===== config.mk =====
export PLATFORM = sky130hd
export DESIGN_NAME = cpu_pointer_sfrs
export DESIGN_NICKNAME = d
export VERILOG_FILES = /design/src/hw/sfr_pkg.sv /design/src/hw/cpu_pointer_sfrs.sv
export SDC_FILE = /design/constraint.sdc
export NUM_CORES = 1
export LEC_CHECK = 0
export BUFFER_PORTS_ARGS = -buffer_cell sky130_fd_sc_hd__buf_2
export CORE_ASPECT_RATIO = 1.1
export CORE_MARGIN = 2
export CORE_UTILIZATION = 50
export CTS_CLUSTER_DIAMETER = 120
export DETAILED_ROUTE_END_ITERATION = 8
export MAX_ROUTING_LAYER = met4
export PLACE_DENSITY = 0.72
export RECOVER_POWER = 50
export SETUP_SLACK_MARGIN = 0.3
export SKIP_LAST_GASP = 1
export SYNTH_ARGS = -nofsm -noshare
export SYNTH_HDL_FRONTEND = slang
export SYNTH_SLANG_ARGS = --single-unit

===== constraint.sdc =====
create_clock -name clock -period 9.3 [get_ports clock]
set_clock_uncertainty 0.05 [all_clocks]
set_input_delay 2.79 -clock clock [delete_from_list [all_inputs] [get_ports clock]]
set_output_delay 2.79 -clock clock [all_outputs]
set_load 0.005 [all_outputs]

===== src/hw/sfr_pkg.sv =====
`default_nettype none
package sfr_pkg;
  // ==========================================================
  // Register offsets
  localparam logic [7:0] stack_pointer_low_off = 8'h81;
  localparam logic [7:0] pointer0_low_byte_off = 8'h82;
  localparam logic [7:0] pointer0_high_byte_off = 8'h83;
  localparam logic [7:0] pointer1_low_byte_off = 8'h84;
  localparam logic [7:0] pointer1_high_byte_off = 8'h85;
  localparam logic [7:0] pointer_select_control_off = 8'h86;
  localparam logic [7:0] flash_wait_cycles_off = 8'h92;
  localparam logic [7:0] pointer0_top_byte_off = 8'h93;
  localparam logic [7:0] pointer1_top_byte_off = 8'h95;
  localparam logic [7:0] stack_pointer_high_off = 8'h9b;
  localparam logic [7:0] address_mode_control_off = 8'h9d;
  localparam logic [7:0] port_two_latch_off = 8'ha0;
  localparam logic [7:0] core_activity_status_off = 8'hc5;
  localparam logic [7:0] xram_base_relocation_off = 8'hc6;
  localparam logic [7:0] program_status_word_off = 8'hd0;
  localparam logic [7:0] indirect_high_byte_off = 8'hda;
  localparam logic [7:0] indirect_top_byte_off = 8'hea;
  localparam logic [7:0] arith_aux_register_off = 8'hf0;
  // ==========================================================
  // Reset values
  localparam logic [7:0] zero_rst = 8'h00;
  localparam logic [3:0] flash_wait_rst = 4'h7;
  localparam logic [7:0] port_two_rst = 8'hff;
  // ==========================================================
  // Field positions
  localparam int psw_carry_bit = 7;
  localparam int psw_half_carry_bit = 6;
  localparam int psw_general_bit = 5;
  localparam int psw_bank_lsb = 3;
  localparam int psw_overflow_bit = 2;
  localparam int psw_user_bit = 1;
  localparam int psw_parity_bit = 0;
  localparam int stat_high_prio_bit = 6;
  localparam int stat_low_prio_bit = 5;
  localparam int stat_s1_tx_bit = 3;
  localparam int stat_s1_rx_bit = 2;
  localparam int stat_s0_tx_bit = 1;
  localparam int stat_s0_rx_bit = 0;
  localparam int amc_vector_bit = 5;
  localparam int amc_override_bit = 3;
  localparam int amc_ext_stack_bit = 2;
  localparam int amc_mode_lsb = 0;
  localparam int psc_step1_bit = 7;
  localparam int psc_step0_bit = 6;
  localparam int psc_toggle_bit = 5;
  localparam int psc_select_bit = 0;
  localparam logic [7:0] amc_write_mask = 8'h2b;
  localparam logic [7:0] psc_write_mask = 8'he1;
  localparam logic [3:0] vector_high_nibble = 4'hb;
endpackage : sfr_pkg
`default_nettype wire


===== src/hw/cpu_pointer_sfrs.sv =====
`timescale 1ns/10ps
`default_nettype none
// How it works
// - Auxiliary arithmetic register, reset zero, read/write.
// - Status word holds carry, flags, bank, parity.
// - Push writes at SP+1, pop reads SP.
// - Flat mode stack address is high:low pointer.
// - Read-only priority-active bits, writes ignored.
// - Serial activity bits reported while active.
// - Wait nibble sets flash wait cycles.
// - Wait setting resets to seven.
// - Relocation register stored, software keeps zero.
// - Sixteen_bit_mode sixteen-bit, flat twenty-bit program space.
// - Mode 00 sixteen_bit_mode, bit1 set flat.
// - Read-only extended stack indicator bit.
// - Vector relocate bit moves vectors high.
// - Indirect high byte from port or override.
// - Indirect top byte from extension register.
// - Pointer moves use selected pointer bytes.
// - Select bit picks pointer, reads back, resets.
// - Step direction bits per pointer.
// - Auto toggle flips select after pointer use.
// - Flat mode carries into top byte.
module cpu_pointer_sfrs
  import sfr_pkg::*;
(
  input wire logic clock, // System clock
  input wire logic rst, // Synchronous reset
  input wire logic [7:0] addr, // Register address
  input wire logic [7:0] wdata, // Write data
  input wire logic wr, // Write strobe
  input wire logic rd, // Read strobe
  output logic [7:0] rdata, // Read data, cycle after rd
  input wire logic timed_unlock, // Protected write enable
  input wire logic push, // Stack push request
  input wire logic pop, // Stack pop request
  output logic [15:0] stack_addr, // Stack memory address
  output logic stack_wr, // Stack write strobe
  output logic stack_rd, // Stack read strobe
  input wire logic [7:0] psw_flags_in, // Flags from ALU
  input wire logic psw_flags_we, // Flag update strobe
  input wire logic [7:0] aux_in, // Mul/div result byte
  input wire logic aux_we, // Mul/div result strobe
  input wire logic high_prio_active, // High priority in service
  input wire logic low_prio_active, // Low priority in service
  input wire logic serial1_tx_active, // Serial 1 transmitting
  input wire logic serial1_rx_active, // Serial 1 receiving
  input wire logic serial0_tx_active, // Serial 0 transmitting
  input wire logic serial0_rx_active, // Serial 0 receiving
  input wire logic ext_stack_in, // Extended stack mode indicator
  input wire logic ptr_step, // Pointer increment instruction
  input wire logic ptr_used, // Any pointer instruction executed
  input wire logic flash_rd, // Program flash read start
  output logic flash_ready, // Flash read may complete
  output logic [3:0] flash_wait, // Wait states per flash read
  output logic flat_mode, // Twenty-bit program space
  output logic [19:0] prog_addr_mask, // Program address mask
  output logic [3:0] vector_base, // Vector region high nibble
  output logic [23:0] indirect_addr_hi, // Indirect move bits 23:8
  output logic [23:0] pointer_addr, // Pointer move address
  output logic [7:0] aux_out, // Aux register to ALU
  output logic [7:0] psw_out, // Status word to core
  output logic [7:0] xram_base // Relocation value
);
  // ==========================================================
  // State
  typedef enum logic [1:0] {
    wait_idle = 2'b01,
    wait_count = 2'b10
  } wait_state_t;

  typedef struct packed {
    logic [7:0] aux;
    logic [7:0] program_status_word;
    logic [7:0] sp_lo;
    logic [7:0] sp_hi;
    logic [23:0] ptr0;
    logic [23:0] ptr1;
    logic [7:0] psc;
    logic [3:0] wait_cfg;
    logic [7:0] amc;
    logic [7:0] reloc;
    logic [7:0] ind_hi;
    logic [7:0] ind_top;
    logic [7:0] port2;
    logic [7:0] rdata;
    logic [3:0] wcnt;
    wait_state_t wst;
  } state_t;

  state_t cur_r;
  state_t cur_nxt;

  // ==========================================================
  // Helpers
  function automatic logic [23:0] step_ptr(input logic [23:0] p, input logic dec,
                                           input logic flat);
    logic [23:0] r;
    r = dec ? p - 24'h00_0001 : p + 24'h00_0001;
    // Top byte only joins the arithmetic in flat mode
    if (!flat) begin
      r[23:16] = p[23:16];
    end
    return r;
  endfunction

  function automatic logic [7:0] status_word(input logic hp, input logic lp,
                                             input logic t1, input logic r1,
                                             input logic t0, input logic r0);
    logic [7:0] s;
    s = 8'h00;
    s[stat_high_prio_bit] = hp;
    s[stat_low_prio_bit] = lp;
    s[stat_s1_tx_bit] = t1;
    s[stat_s1_rx_bit] = r1;
    s[stat_s0_tx_bit] = t0;
    s[stat_s0_rx_bit] = r0;
    return s;
  endfunction

  logic sel;
  logic is_flat;
  logic [7:0] amc_view;
  assign sel = cur_r.psc[psc_select_bit];
  assign is_flat = cur_r.amc[amc_mode_lsb + 1];

  always_comb begin
    amc_view = cur_r.amc;
    amc_view[amc_ext_stack_bit] = ext_stack_in;
  end

  // ==========================================================
  // Next state
  always_comb begin
    logic [7:0] sp_inc;
    logic dir;
    sp_inc = cur_r.sp_lo + 8'h01;
    dir = 1'b0;
    cur_nxt = cur_r;
    cur_nxt.rdata = 8'h00;

    // ==========================================================
    // Core updates
    // Core side updates first; software writes below take priority
    if (aux_we) begin
      cur_nxt.aux = aux_in;
    end
    if (psw_flags_we) begin
      cur_nxt.program_status_word = psw_flags_in;
    end

    // ==========================================================
    // Stack
    if (push) begin
      cur_nxt.sp_lo = sp_inc;
      if (is_flat && sp_inc == 8'h00) begin
        cur_nxt.sp_hi = cur_r.sp_hi + 8'h01;
      end
    end else if (pop) begin
      cur_nxt.sp_lo = cur_r.sp_lo - 8'h01;
      if (is_flat && cur_r.sp_lo == 8'h00) begin
        cur_nxt.sp_hi = cur_r.sp_hi - 8'h01;
      end
    end

    // ==========================================================
    // Pointer stepping
    if (ptr_step) begin
      dir = sel ? cur_r.psc[psc_step1_bit] : cur_r.psc[psc_step0_bit];
      if (sel) begin
        cur_nxt.ptr1 = step_ptr(cur_r.ptr1, dir, is_flat);
      end else begin
        cur_nxt.ptr0 = step_ptr(cur_r.ptr0, dir, is_flat);
      end
    end
    if ((ptr_used || ptr_step) && cur_r.psc[psc_toggle_bit]) begin
      cur_nxt.psc[psc_select_bit] = ~sel;
    end

    // ==========================================================
    // Software writes
    if (wr) begin
      case (addr)
        arith_aux_register_off: begin
          cur_nxt.aux = wdata;
        end
        program_status_word_off: begin
          cur_nxt.program_status_word = wdata;
        end
        stack_pointer_low_off: begin
          cur_nxt.sp_lo = wdata;
        end
        stack_pointer_high_off: begin
          cur_nxt.sp_hi = wdata;
        end
        pointer0_low_byte_off: begin
          cur_nxt.ptr0[7:0] = wdata;
        end
        pointer0_high_byte_off: begin
          cur_nxt.ptr0[15:8] = wdata;
        end
        pointer0_top_byte_off: begin
          cur_nxt.ptr0[23:16] = wdata;
        end
        pointer1_low_byte_off: begin
          cur_nxt.ptr1[7:0] = wdata;
        end
        pointer1_high_byte_off: begin
          cur_nxt.ptr1[15:8] = wdata;
        end
        pointer1_top_byte_off: begin
          cur_nxt.ptr1[23:16] = wdata;
        end
        pointer_select_control_off: begin
          cur_nxt.psc = wdata & psc_write_mask;
        end
        port_two_latch_off: begin
          cur_nxt.port2 = wdata;
        end
        indirect_high_byte_off: begin
          cur_nxt.ind_hi = wdata;
        end
        indirect_top_byte_off: begin
          cur_nxt.ind_top = wdata;
        end
        flash_wait_cycles_off: begin
          if (timed_unlock) begin
            cur_nxt.wait_cfg = wdata[3:0];
          end
        end
        xram_base_relocation_off: begin
          if (timed_unlock) begin
            cur_nxt.reloc = wdata;
          end
        end
        address_mode_control_off: begin
          if (timed_unlock) begin
            cur_nxt.amc = wdata & amc_write_mask;
          end
        end
        default: begin
        end
      endcase
    end
    // Status register has no write path at all

    // ==========================================================
    // Software reads
    if (rd) begin
      case (addr)
        arith_aux_register_off: begin
          cur_nxt.rdata = cur_r.aux;
        end
        program_status_word_off: begin
          cur_nxt.rdata = cur_r.program_status_word;
        end
        stack_pointer_low_off: begin
          cur_nxt.rdata = cur_r.sp_lo;
        end
        stack_pointer_high_off: begin
          cur_nxt.rdata = cur_r.sp_hi;
        end
        pointer0_low_byte_off: begin
          cur_nxt.rdata = cur_r.ptr0[7:0];
        end
        pointer0_high_byte_off: begin
          cur_nxt.rdata = cur_r.ptr0[15:8];
        end
        pointer0_top_byte_off: begin
          cur_nxt.rdata = cur_r.ptr0[23:16];
        end
        pointer1_low_byte_off: begin
          cur_nxt.rdata = cur_r.ptr1[7:0];
        end
        pointer1_high_byte_off: begin
          cur_nxt.rdata = cur_r.ptr1[15:8];
        end
        pointer1_top_byte_off: begin
          cur_nxt.rdata = cur_r.ptr1[23:16];
        end
        pointer_select_control_off: begin
          cur_nxt.rdata = cur_r.psc;
        end
        port_two_latch_off: begin
          cur_nxt.rdata = cur_r.port2;
        end
        indirect_high_byte_off: begin
          cur_nxt.rdata = cur_r.ind_hi;
        end
        indirect_top_byte_off: begin
          cur_nxt.rdata = cur_r.ind_top;
        end
        flash_wait_cycles_off: begin
          cur_nxt.rdata = {4'h0, cur_r.wait_cfg};
        end
        xram_base_relocation_off: begin
          cur_nxt.rdata = cur_r.reloc;
        end
        address_mode_control_off: begin
          cur_nxt.rdata = amc_view;
        end
        core_activity_status_off: begin
          cur_nxt.rdata = status_word(high_prio_active, low_prio_active,
                                      serial1_tx_active, serial1_rx_active,
                                      serial0_tx_active, serial0_rx_active);
        end
        default: cur_nxt.rdata = 8'h00;
      endcase
    end

    // ==========================================================
    // Flash wait sequencer: cfg wait cycles, the first in the flash_rd cycle
    case (cur_r.wst)
      wait_idle: begin
        if (flash_rd && cur_r.wait_cfg != 4'h0) begin
          cur_nxt.wcnt = cur_r.wait_cfg - 4'h1;
          cur_nxt.wst = wait_count;
        end
      end
      wait_count: begin
        if (cur_r.wcnt == 4'h0) begin
          cur_nxt.wst = wait_idle;
        end else begin
          cur_nxt.wcnt = cur_r.wcnt - 4'h1;
        end
      end
      default: cur_nxt.wst = wait_idle;
    endcase

    // ==========================================================
    // Reset, last so it overrides every update above
    if (rst) begin
      cur_nxt = '0;
      cur_nxt.wait_cfg = flash_wait_rst;
      cur_nxt.port2 = port_two_rst;
      cur_nxt.reloc = zero_rst;
      cur_nxt.wst = wait_idle;
    end
  end

  always_ff @(posedge clock) begin
    cur_r <= cur_nxt;
  end

  // ==========================================================
  // Outputs
  assign rdata = cur_r.rdata;
  assign aux_out = cur_r.aux;
  assign psw_out = cur_r.program_status_word;
  assign xram_base = cur_r.reloc;
  assign flash_wait = cur_r.wait_cfg;

  // Combinational so a zero-wait fetch ends in its own cycle
  assign flash_ready = (cur_r.wst == wait_idle) ? (!flash_rd || cur_r.wait_cfg == 4'h0)
                       : (cur_r.wcnt == 4'h0);

  assign flat_mode = is_flat;
  assign prog_addr_mask = is_flat ? 20'hF_FFFF : 20'h0_FFFF;
  assign vector_base = cur_r.amc[amc_vector_bit] ? vector_high_nibble : 4'h0;

  // Low byte is the core's register operand, left as zero here
  assign indirect_addr_hi = {cur_r.ind_top,
                             cur_r.amc[amc_override_bit] ? cur_r.ind_hi : cur_r.port2,
                             8'h00};
  assign pointer_addr = sel ? cur_r.ptr1 : cur_r.ptr0;

  // Push wins when both strobes arrive together
  assign stack_wr = push;
  assign stack_rd = pop && !push;
  assign stack_addr = push ? {is_flat ? cur_r.sp_hi : 8'h00, cur_r.sp_lo + 8'h01}
                      : {is_flat ? cur_r.sp_hi : 8'h00, cur_r.sp_lo};
endmodule // cpu_pointer_sfrs
`default_nettype wire


# Word-level counts from Yosys, hierarchy flattened
# Index checks and enable logic that the tools add are counted.
# word_totals
reg_bits	138
latch_bits	0
mem_bits_rw	0
rom_bits	0
inputBits	51
output_inout_bits	128
elab_cells	126
memories	0
# classes
add_sub_neg	10
mul	0
div	0
order_cmp	0
eq_ne	23
n_shift	0
muxes	49
bitwise	2
reduce_logical	25
# ops
op	count
$mux 8	25
$eq 8x8->1 const B	18
$pmux 8 s18	1
$mux 132	1
$mux 24	5
$add 24x1->24 const B	2
$mux 48	1
$sub 24x1->24 const B	2
$mux 16	2
$mux 20	1
$mux 6	3
$add 8x1->8 const B	2
$logic_not 8->1	2
$mux 4	4
$sub 8x1->8 const B	2
$reduce_and 3->1	4
$reduce_and 2->1	5
$logic_not 4->1	2
$pmux 4 s2	1
$sub 4x1->4 const B	2
$ne 2x2->1 const B	3
$logic_and 1x1->1	5
$pmux 2 s2	1
$reduce_bool 4->1	1
other kinds (9)	14

# Logic depth before layout (Yosys ltp)
# Gate-level depths: netlist (run 1).
# logic_depth
word_depth	7
ltp_mapped	14
depth_no_buf	12

# Worst setup path before layout (run 1)
# No wires, ideal clock.
# synth_path
path_type	input-to-output
from	input push
to	output stack_addr[6]
arrival_time_ns	3.405
t_required_ns	6.460
setup_slack_ns	3.055
stages	3
path_buffers	1
path_cell_list	clkbuf_1 and2_1 xor2_1
# synth_between
elab_chain_cells	1
# synth_rtl
element	line_no	rtl
start: declaration	cpu_pointer_sfrs.sv:35	input wire logic push,
$mux 8	cpu_pointer_sfrs.sv:370	assign stack_addr = push ? {is_flat ? cur_r.sp_hi : 8'h00, cur_r.sp_lo + 8'h01}
end: declaration	cpu_pointer_sfrs.sv:37	output logic [15:0] stack_addr,
# Every way passes these cells.

# Worst setup path in the final report (run 1)
# layout_path
from	input rst
to	register cur_r, in the netlist rdata[1]
# layout_between
elab_chain_cells	1
# layout_rtl
element	line_no	rtl
start: declaration	cpu_pointer_sfrs.sv:28	input wire logic rst,
$reduce_or 2->1 (no source line)	n/a	
end signal: assignment	cpu_pointer_sfrs.sv:342	cur_r <= cur_nxt;
end: declaration	cpu_pointer_sfrs.sv:91	state_t cur_r;
# Every way passes these cells.
# A chain may end at the register's enable or synchronous reset.

==> out/qor.txt, run 1 <==
Initial Util -> 50.58%
average cell area after synthesis -> 7.748 um^2
Slowest-stage cell, CP -> clkbuf_1
PD cells -> 134.3 mW/mm^2
critical path startpoint category -> primary input
Critical R2R Launch -> cur_r[58]$_SDFF_PP0_
hold buffer count at cts -> 0
Max Freq -> 133.7 MHz
WL/cell -> 20.50 um
via count -> 10,740
WP data arrival -> 7.74 ns
share of cells above drive strength 1 -> 12.77%
Setup Fix Bufs, Post-CTS -> 0
min Tclk post-route -> 7.479 ns
critical path's top delay family -> buffers and inverters
Required @ worst endpoint -> 9.56 ns
area grow syn2layout -> 8.144%
area leader, netlist -> dfxtp_1
root buffer cell -> clkbuf_16
hold_sp -> cur_r[30]$_SDFFE_PP0P_
Die Y -> 157.7 um
period utilization -> 80.42%
nature of the critical path endpoint -> register
Final Hold Fails -> 0
Die Wd -> 143.7 um
Final ANT Viol Nets -> 0
routed vias/inst -> 6.200
# setup viols final -> 0
ys async rst share -> 0%
global route overflow -> 0
internal reg-to-reg setup slack -> 2.72 ns
DR iter-0 viols -> 1,007
synth warn -> 0
Max Cap Violations -> 3
static leakage -> 0.004832 uW
CTS Sinks -> 138
Fin Hold WS -> 0.4289 ns
deepest clock path buffer count -> 2
register area share after synthesis -> 25.73%
FP Rows -> 56
Worst Path Buf+Inv -> 2
crit path max fanout -> 97
GPL Wtd Cong -> 1.027
aggregate routed wire length -> 35,500 um
critical path cell sequence -> clkbuf_1, clkbuf_1, nand3b_1, nor2_1
later-pin clock latency in the skew report -> 0.44 ns
total iterations of the first detailed-routing run -> 7
CTS Buf Count -> 17
slowest stage delay, CP -> 3.10 ns
largest net degree at the start of global routing -> 98
status -> finished with violations
first-pass GRT wire length -> 53,970 um
FF-to-FF End -> cur_r[113]$_SDFF_PP0_
IO buf count -> 153
post-CTS resize count -> 0
violated checks -> capacitance limit, slew limit
Worst Hold Endpoint -> cur_r[30]$_SDFFE_PP0P_
initial antenna violation count -> 1
hpwl dp -> 24,810 um
Max VDD drop -> 0.09050 mV
clk slew on worst S/H paths -> 0.06 ns
EDFF count, synth -> 0
Worst R2R Path Depth -> 15
Final nets -> 1,532
Critical Path Most Common Cell -> clkbuf_1
RSZ-0062 raised after global routing -> no
Setup CP Type -> in -> reg
global-route total usage across every layer -> 31.66%
Cells after Synth -> 1,386
DR DRC count -> 0
vias in the first global route -> 9,736
synth unique cells -> 80
Synth top area share -> 25.73%
ys flop type -> dfxtp_1
fin. max-slew vios -> 171
Min-Delay Path Class -> reg -> reg
io pins -> 179
die area -> 0.02267 mm^2
hold depth -> 2
TNS Setup -> 0 ns
core region area -> 0.02123 mm^2
Syn Std Cell Area -> 0.01074 mm^2
Max-slew headroom -> -188.0%
Yosys reg bits -> 138
top post-synthesis cells by area -> dfxtp_1 26%, ha_1 5.9%, buf_4 5.4%
worst-margin pin slew -> 4.320 ns
# H-tree levels -> 4
CTS tree -> yes
-- synth_stat cells, types with 4 or more instances --
cell type,count
nand2_1,144
dfxtp_1,138
nor2_1,134
a21oi_1,97
buf_4,77
clkbuf_1,74
o21ai_0,71
nand3_1,58
mux2i_1,53
ha_1,51
a211oi_1,40
xnor2_1,34
mux2_2,33
a21o_1,25
xor2_1,23
nor3_1,21
a22oi_1,19
inv_1,19
o211ai_1,19
nand2b_1,18
nor2b_1,18
and2_1,14
a31oi_1,13
nand4_1,13
nor4_1,13
a221oi_1,12
and3_1,12
nand3b_1,12
or3_1,11
a311oi_1,9
o22ai_1,7
a32oi_1,6
buf_1,6
o21a_1,6
clkbuf_8,5
a22o_1,4
buf_6,4
o31ai_1,4
-- logic make-up (layout without fill, tap and decap cells) --
| kind of cell | count (synthesis) | count (layout) | synth area share, % |
|---|---|---|---|
| adders and majority gates | 54 | 54 | 6.408 |
| buffers and inverters | 187 | 219 | 10.07 |
| xor gates and xnor gates | 57 | 57 | 4.649 |
| and+or+nand+nor | 489 | 489 | 21.72 |
| muxes | 86 | 86 | 8.400 |
| DFF | 138 | 138 | 25.73 |
| other | 2 | 26 | 0.06993 |
| AOI/OAI and AO/OA | 373 | 373 | 22.96 |
-- cell usage in the layout (no fill, tap or decap), drive strengths merged, types with 33 or more instances in the layout --
| cell type | n |
|---|---|
| nand3 | 58 |
| a21oi | 98 |
| nor2 | 134 |
| xnor2 | 34 |
| mux2 | 33 |
| nand2 | 146 |
| clkbuf | 67 |
| buf | 119 |
| dfxtp | 138 |
| ha | 51 |
| mux2i | 53 |
| a211oi | 40 |
| o21ai | 71 |
-- routing by layer --
layer,vias to the layer above,global-route usage [%],wire (um)
met5,-,-,0
met1,5049,40.62,14710
met2,540,49.00,16260
li1,5027,-,-
met3,123,4.114,2792
met4,0,16.06,1739
-- cell type report --
| type | count | area (um^2) |
|---|---|---|
| diodes | 1 | 2.502 |
| clock inverters | 14 | 195.2 |
| fillers | 2036 | 9617 |
| repair buffers | 168 | 808.3 |
| flip-flops and latches | 138 | 2763 |
| multi-input cells | 1084 | 6982 |
| inverters | 19 | 71.32 |
| well taps | 290 | 362.8 |
| clock buffers | 18 | 429.2 |
-- where the power goes --
part / switching [uW] / internal, uW
registers: 23.4 / 610
clock network: 287 / 450
logic: 119 / 71.4
-- worst max path at each step --
stage / to / cells past startpoint / slack [ns] / from
global placement: stack_addr[5] / 5 / 2.82 / push
CTS: stack_addr[5] / 5 / 2.78 / push
global route: rdata[4]$_SDFF_PP0_ / 4 / 1.48 / rst
finish: rdata[1]$_SDFF_PP0_ / 4 / 1.82 / rst
floorplan: stack_addr[6] / 3 / 3.06 / push
detailed placement: stack_addr[5] / 5 / 2.79 / push
-- state kept, by name (all words and copies together) (netlist names) --
register	cells
cur_r	90
flash_wait	4
amc_view	3
aux_out	8
psw_out	8
flat_mode	1
indirect_addr_hi	8
rdata	8
xram_base	8
-- worst reg2reg max path: stages, from the launching register on --
cell	delay (ns)
dfxtp_1	0.31
clkbuf_1	1.38
mux2i_1	0.21
buf_4	0.28
inv_1	0.63
clkbuf_1	0.89
ha_1	0.36
nand4_1	0.12
o21ai_0	0.27
nand2_1	0.16
a211oi_1	0.51
nor3_1	0.20
or4b_2	0.67
nand4_1	0.12
xor2_1	0.17
o22ai_1	0.09
-- per-stage QoR --
stage	util [%]	std cells	total power, uW	worst slack (ns)	area [um^2]
after floorplan	-	1409	783.8	3.055	10830
after global placement	52.12	1699	828.9	2.822	11070
after detailed placement	52.12	1699	832.1	2.786	11070
after CTS	55.06	1731	1553	2.775	11690
after global routing	54.70	1732	1605	1.479	11610
final	54.70	1732	1560	1.821	11610
Note: power is estimated with default switching activity, not from simulation.
==> run 2, diff against run 1 <==
==> constraint.sdc (replaced) <==
create_clock -name clock -period 7.79 [get_ports clock]
set_clock_uncertainty 0.05 [all_clocks]
set_input_delay 2.337 -clock clock [delete_from_list [all_inputs] [get_ports clock]]
set_output_delay 2.337 -clock clock [all_outputs]
set_load 0.005 [all_outputs]
==> run 2 against run 1 <==
  * Sequential power up 19%
  * The flow still finishes with violations (capacitance limit, slew limit)
  * Total power up 17%
  * Hold slack worse by 0.0073 ns
  * Setup slack worse by 0.49 ns
  * First-iteration DRC count up 4.8%
  * Largest cell class unchanged
  * Via count up 0.32%
==> out/qor.txt, run 2 (synthesis gave the netlist of run 1 again) <==
PD cells -> 156.8 mW/mm^2 (was 134.3 mW/mm^2)
met2 GRT Util -> 48.25% (was 49.00%)
WP data arrival -> 6.52 ns (was 7.74 ns)
Final nets -> 1,534 (was 1,532)
status -> finished with violations (unchanged)
final core utilization -> 54.71% (was 54.70%)
CTS tree -> yes (unchanged)
min Tclk post-route -> 6.455 ns
internal reg-to-reg setup slack -> 1.33 ns (was 2.72 ns)
Final ANT Viol Nets -> 0 (unchanged)
RSZ-0062 raised after global routing -> no (unchanged)
via count -> 10,770 (was 10,740)
Setup CP Type -> reg -> reg (was in -> reg)
Worst Hold Endpoint -> cur_r[30]$_SDFFE_PP0P_ (unchanged)
deepest clock path buffer count -> 2 (unchanged)
CTS Buf Count -> 17 (unchanged)
share of cells above drive strength 1 -> 13.17% (was 12.77%)
Max VDD drop -> 0.1102 mV (was 0.09050 mV)
Max Freq -> 154.9 MHz
Max-slew headroom -> -190.8% (was -188.0%)
hpwl dp -> 24,670 um (was 24,810 um)
global route overflow -> 0 (unchanged)
DR iter-0 viols -> 1,055 (was 1,007)
Final Hold Fails -> 0 (unchanged)
nature of the critical path endpoint -> register (unchanged)
period utilization -> 82.87%
die area -> 0.02267 mm^2 (unchanged)
clk slew on worst S/H paths -> 0.06 ns (about the same)
TNS Setup -> 0 ns (unchanged)
first-pass GRT wire length -> 53,140 um (was 53,970 um)
non-filler instance count after layout -> 1,734 (was 1,732)
CTS Sinks -> 138 (unchanged)
hold_sp -> cur_r[30]$_SDFFE_PP0P_ (unchanged)
critical path cell sequence -> clkbuf_1, mux2i_1, clkbuf_1, inv_1, clkbuf_1, ha_1, nand3_1, or3_1, o221a_2, o2bb2ai_1, o31ai_2, nand4_1, a21boi_0, o22ai_1, nor4b_1 (was clkbuf_1, clkbuf_1, nand3b_1, nor2_1)
WL/cell -> 20.16 um (was 20.50 um)
Slowest-stage cell, CP -> clkbuf_1 (unchanged)
Die Y -> 157.7 um (unchanged)
Internal Power -> 1332 uW (was 1131 uW)
area grow syn2layout -> 8.156% (was 8.144%)
GRT met1 Usage -> 39.59% (was 40.62%)
busiest grt layer -> met2 (unchanged)
fill count -> 2,084 (was 2,036)
IO buf count -> 153 (unchanged)
Worst R2R Path Depth -> 15 (unchanged)
Switch Pwr -> 488.9 uW (was 428.9 uW)
max reg flops -> 90 (unchanged)
Initial Util -> 50.58% (unchanged)
GR Util met3 -> 5.203% (was 4.114%)
worst-margin pin slew -> 4.363 ns (was 4.320 ns)
final setup margin -> 1.335 ns (was 1.821 ns)
Required @ worst endpoint -> 7.85 ns (was 9.56 ns)
Clk pwr share -> 46.0% (was 47.2%)
later-pin clock latency in the skew report -> 0.43 ns (was 0.44 ns)
routed vias/inst -> 6.213 (was 6.200)
DR DRC count -> 0 (unchanged)
Min-Delay Path Class -> reg -> reg (unchanged)
Die Wd -> 143.7 um (unchanged)
logic gate share of total power -> 12.5% (was 12.2%)
pre-CTS setup slack -> 2.163 ns (was 2.786 ns)
violated checks -> capacitance limit, slew limit (unchanged)
hold depth -> 2 (unchanged)
global-route total usage across every layer -> 31.01% (was 31.66%)
critical path startpoint category -> register (was primary input)
io pins -> 179 (unchanged)
FF-to-FF End -> cur_r[89]$_SDFF_PP0_ (was cur_r[113]$_SDFF_PP0_)
Net Sw Frac -> 26.84% (was 27.50%)
Biggest register -> cur_r (unchanged)
# placed instances -> 1,701 (was 1,699)
largest net degree at the start of global routing -> 98 (unchanged)
Critical R2R Launch -> cur_r[58]$_SDFF_PP0_ (unchanged)
Setup Fix Bufs, Post-CTS -> 0 (unchanged)
total iterations of the first detailed-routing run -> 6 (was 7)
aggregate routed wire length -> 34,960 um (was 35,500 um)
GPL Wtd Cong -> 1.042 (was 1.027)
initial antenna violation count -> 1 (unchanged)
fin. max-slew vios -> 135 (was 171)
sequential share of power -> 41.5% (was 40.6%)
# setup viols final -> 0 (unchanged)
root buffer cell -> clkbuf_16 (unchanged)
Max Cap Violations -> 2 (was 3)
FP Rows -> 56 (unchanged)
vias in the first global route -> 9,611 (was 9,736)
slowest stage delay, CP -> 1.42 ns (was 3.10 ns)
post-CTS resize count -> 0 (unchanged)
most frequent cells in the layout -> 144 x nand2_1, 138 x dfxtp_1, 134 x nor2_1, 108 x buf_2, 97 x a21oi_1 (unchanged)
footprint of the multi-input gates -> 0.006988 mm^2 (was 0.006982 mm^2)
flip-flop and latch area -> 0.002763 mm^2 (unchanged)
hold buffer count at cts -> 0 (unchanged)
core region area -> 0.02123 mm^2 (unchanged)
Critical Path Most Common Cell -> clkbuf_1 (unchanged)
static leakage -> 0.004821 uW (was 0.004832 uW)
crit path max fanout -> 36 (was 97)
most common cell after layout, fill and taps aside -> nand2_1 (unchanged)
# H-tree levels -> 4 (unchanged)
## run 2: area by class of cell
| type | count | area share (%) |
|---|---|---|
| diodes | 1 | 0.02154 |
| clock buffers | 21 | 3.964 |
| clock inverters | 11 | 1.250 |
| inverters | 19 | 0.6140 |
| multi-input cells | 1084 | 60.16 |
| flip-flops and latches | 138 | 23.79 |
| well taps | 290 | 3.124 |
| repair buffers | 170 | 7.077 |
## run 2: layer usage
| layer | vias to the layer above | routed length [um] |
|---|---|---|
| li1 | 5020 | - |
| met1 | 5037 | 14190 |
| met2 | 605 | 16000 |
| met3 | 111 | 3238 |
| met4 | 0 | 1534 |
| met5 | - | 0 |
## run 2: how the worst max path moves through the flow
stage	startpoint	endpoint	slack (ns)	depth (start not counted)
4_1_cts	push	stack_addr[5]	2.16	5
2_1_floorplan	push	stack_addr[6]	2.45	3
3_5_place_dp	push	stack_addr[5]	2.16	5
3_3_place_gp	push	stack_addr[5]	2.22	5
6_report	cur_r[58]$_SDFF_PP0_	cur_r[89]$_SDFF_PP0_	1.33	15
5_1_grt	cur_r[58]$_SDFF_PP0_	cur_r[89]$_SDFF_PP0_	1.08	15
## run 2: metrics by stage
step           total power, uW  hold slack (ns)  cell area (um^2)
2_1_floorplan            935.7           0.3952             10830
3_3_place_gp             989.2           0.4102             11080
3_5_place_dp             994.6           0.4112             11080
4_1_cts                   1819           0.4210             11690
5_1_grt                   1877           0.4351             11610
6_report                  1821           0.4216             11610
## run 2: critical path: cells and delay by family, from the launching register on
family	cells	cell delay (ns)
flops	1	0.30
fa+ha+maj	1	0.63
compound gates	5	1.30
simple gates	4	0.84
buf+inv	4	2.70
mux	1	0.30
## run 2: power by group through the flow
| stage | registers (uW) | logic, uW | clock network [uW] |
|---|---|---|---|
| 2_1_floorplan | 755 | 181 | 0 |
| 3_3_place_gp | 769 | 220 | 0 |
| 3_5_place_dp | 770 | 224 | 0 |
| 4_1_cts | 755 | 225 | 839 |
| 5_1_grt | 758 | 251 | 869 |
| 6_report | 756 | 228 | 837 |
==> run 3, diff against run 2 <==
--- a/config.mk
+++ b/config.mk
@@ -12,7 +12,7 @@
 export CTS_CLUSTER_DIAMETER = 120
 export DETAILED_ROUTE_END_ITERATION = 8
 export MAX_ROUTING_LAYER = met4
-export PLACE_DENSITY = 0.72
+export PLACE_DENSITY = 0.75
 export RECOVER_POWER = 50
 export SETUP_SLACK_MARGIN = 0.3
 export SKIP_LAST_GASP = 1
==> constraint.sdc (replaced) <==
create_clock -name clock -period 5.3 [get_ports clock]
set_clock_uncertainty 0.05 [all_clocks]
set_input_delay 1.59 -clock clock [delete_from_list [all_inputs] [get_ports clock]]
set_output_delay 1.59 -clock clock [all_outputs]
set_load 0.005 [all_outputs]
==> run 3 against run 2 <==
  * The flow still finishes with violations (capacitance limit, slew limit)
  * Wire length is 1.6% higher
  * Setup slack got worse by 0.59 ns
  * Total power increased by 52%
  * Sequential share of layout area fell by 0.11 points
  * Register-to-register slack worse by 0.12 ns
  * Via count up 0.29%
  * Critical path type is now in -> reg
  * Largest cell class unchanged
  * Largest power group unchanged
  * Highest routed layer unchanged
==> out/qor.txt, run 3 (synthesis gave the netlist of run 1 again) <==
CP startpoint -> addr[1] (was cur_r[58]$_SDFF_PP0_)
Max Cap Violations -> 2 (unchanged)
fill count -> 2,053 (was 2,084)
Antenna Cells -> 0 (was 1)
total iterations of the first detailed-routing run -> 7 (was 6)
WL/cell -> 20.47 um (was 20.16 um)
TNS Setup -> 0 ns (unchanged)
post-CTS resize count -> 0 (unchanged)
deepest clock path buffer count -> 2 (unchanged)
Critical R2R Launch -> cur_r[58]$_SDFF_PP0_ (unchanged)
Die Wd -> 143.7 um (unchanged)
most frequent cells in the layout -> 144 x nand2_1, 138 x dfxtp_1, 134 x nor2_1, 104 x buf_2, 97 x a21oi_1 (was 144 x nand2_1, 138 x dfxtp_1, 134 x nor2_1, 108 x buf_2, 97 x a21oi_1)
crit path max fanout -> 35 (was 36)
Final Hold Fails -> 0 (unchanged)
GPL Wtd Cong -> 0.9902 (was 1.042)
PD cells -> 237.3 mW/mm^2 (was 156.8 mW/mm^2)
largest net degree at the start of global routing -> 67 (was 98)
Setup CP Type -> in -> reg (was reg -> reg)
fin. max-slew vios -> 72 (was 135)
hold depth -> 2 (unchanged)
routed vias/inst -> 6.224 (was 6.213)
root buffer cell -> clkbuf_16 (unchanged)
most common cell after layout, fill and taps aside -> nand2_1 (unchanged)
period utilization -> 85.91%
critical path startpoint category -> primary input (was register)
CTS Buf Count -> 17 (unchanged)
FP Rows -> 56 (unchanged)
CTS Sinks -> 138 (unchanged)
Die Y -> 157.7 um (unchanged)
FF-to-FF End -> cur_r[89]$_SDFF_PP0_ (unchanged)
Worst R2R Path Depth -> 13 (was 15)
nature of the critical path endpoint -> register (unchanged)
area grow syn2layout -> 8.680% (was 8.156%)
max reg flops -> 90 (unchanged)
clk slew on worst S/H paths -> 0.06 ns (about the same)
Max Freq -> 219.6 MHz
hold_sp -> cur_r[34]$_SDFFE_PP0P_ (was cur_r[30]$_SDFFE_PP0P_)
Max-slew headroom -> -23.41% (was -190.8%)
vias in the first global route -> 9,823 (was 9,611)
final instance area -> 0.01167 mm^2 (was 0.01161 mm^2)
Final Power -> 2769 uW (was 1821 uW)
later-pin clock latency in the skew report -> 0.44 ns (was 0.43 ns)
violated checks -> capacitance limit, slew limit (unchanged)
Initial Util -> 50.58% (unchanged)
hold buffer count at cts -> 0 (unchanged)
Biggest register -> cur_r (unchanged)
RSZ-0062 raised after global routing -> no (unchanged)
die area -> 0.02267 mm^2 (unchanged)
worst-margin pin slew -> 1.851 ns (was 4.363 ns)
share of cells above drive strength 1 -> 13.28% (was 13.17%)
Required @ worst endpoint -> 5.53 ns (was 7.85 ns)
static leakage -> 0.004847 uW (was 0.004821 uW)
Setup Fix Bufs, Post-CTS -> 0 (unchanged)
DR iter-0 viols -> 1,137 (was 1,055)
Post-DP Area -> 0.01110 mm^2 (was 0.01108 mm^2)
aggregate routed wire length -> 35,530 um (was 34,960 um)
IO buf count -> 153 (unchanged)
Final nets -> 1,537 (was 1,534)
Min-Delay Path Class -> reg -> reg (unchanged)
# H-tree levels -> 4 (unchanged)
first-pass GRT wire length -> 53,960 um (was 53,140 um)
via count -> 10,800 (was 10,770)
WP data arrival -> 4.78 ns (was 6.52 ns)
core region area -> 0.02123 mm^2 (unchanged)
global-route total usage across every layer -> 31.64% (was 31.01%)
Worst Hold Endpoint -> cur_r[34]$_SDFFE_PP0P_ (was cur_r[30]$_SDFFE_PP0P_)
initial antenna violation count -> 0 (was 1)
status -> finished with violations (unchanged)
io pins -> 179 (unchanged)
DR DRC count -> 0 (unchanged)
# setup viols final -> 0 (unchanged)
CTS tree -> yes (unchanged)
Max VDD drop -> 0.1648 mV (was 0.1102 mV)
min Tclk post-route -> 4.553 ns
global route overflow -> 0 (unchanged)
Final ANT Viol Nets -> 0 (unchanged)
internal reg-to-reg setup slack -> 1.21 ns (was 1.33 ns)
hpwl dp -> 25,330 um (was 24,670 um)
==> run 3: cell types whose count changed in the layout (fill, tap and decap cells not counted), sizes merged <==
| cell | delta |
|---|---|
| buf | -1 |
| bufinv | +2 |
| clkinvlp | -1 |
| clkbuf | +1 |
| diode | -1 |
| inv | +2 |
==> run 3: worst max-delay path by stage <==
| stage | endpoint | slack [ns] | cells after the start |
|---|---|---|---|
| 3_3_place_gp | stack_addr[5] | 1.22 | 5 |
| 2_1_floorplan | cur_r[89]$_SDFF_PP0_ | 1.03 | 13 |
| 3_5_place_dp | cur_r[36]$_SDFFE_PP0P_ | 1.14 | 7 |
| 6_report | cur_r[31]$_SDFFE_PP0P_ | 0.75 | 7 |
| 4_1_cts | stack_addr[5] | 1.17 | 5 |
| 5_1_grt | rdata[5]$_SDFF_PP0_ | 0.49 | 9 |
==> run 3: layer usage <==
layer	routed length (um)	track usage [%]
met5	0	-
met4	1417	13.49
met3	3273	5.263
met2	16390	50.05
met1	14450	40.01
==> run 3: layout make-up <==
class                           instances  area, um^2  share of cell area, %
Inverter                               19       71.32                 0.6111
Tap cell                              290       362.8                  3.109
Multi-Input combinational cell       1084        6988                  59.87
Timing Repair Buffer                  173       838.3                  7.183
Clock inverter                         14       219.0                  1.876
Clock buffer                           18       429.2                  3.677
Sequential cell                       138        2763                  23.67
==> run 3: power by group <==
group	internal, uW	leakage, uW	switching (uW)	total, uW
sequential	1070	0.00112	40.0	1110
combinational	125	0.00342	207	332
clock	837	0.000311	491	1330
==> run 3: per-stage QoR <==
step                      utilization, %  instances  hold slack [ns]  setup slack, ns
after floorplan                        -       1409           0.3952            1.026
after CTS                          55.35       1736           0.4265            1.172
after detailed placement           52.30       1704           0.4180            1.144
after global placement             52.30       1704           0.4115            1.224
final                              54.97       1736           0.4303           0.7466
after global routing               54.97       1736           0.4540           0.4938
==> run 3: critical path, stage by stage <==
cell and delay, ns:
clkbuf_1 1.10, nand2b_1 0.30, or3_1 0.54, nor2_1 0.61, nand2_1 0.38, nand2_1 0.15
a21oi_1 0.10
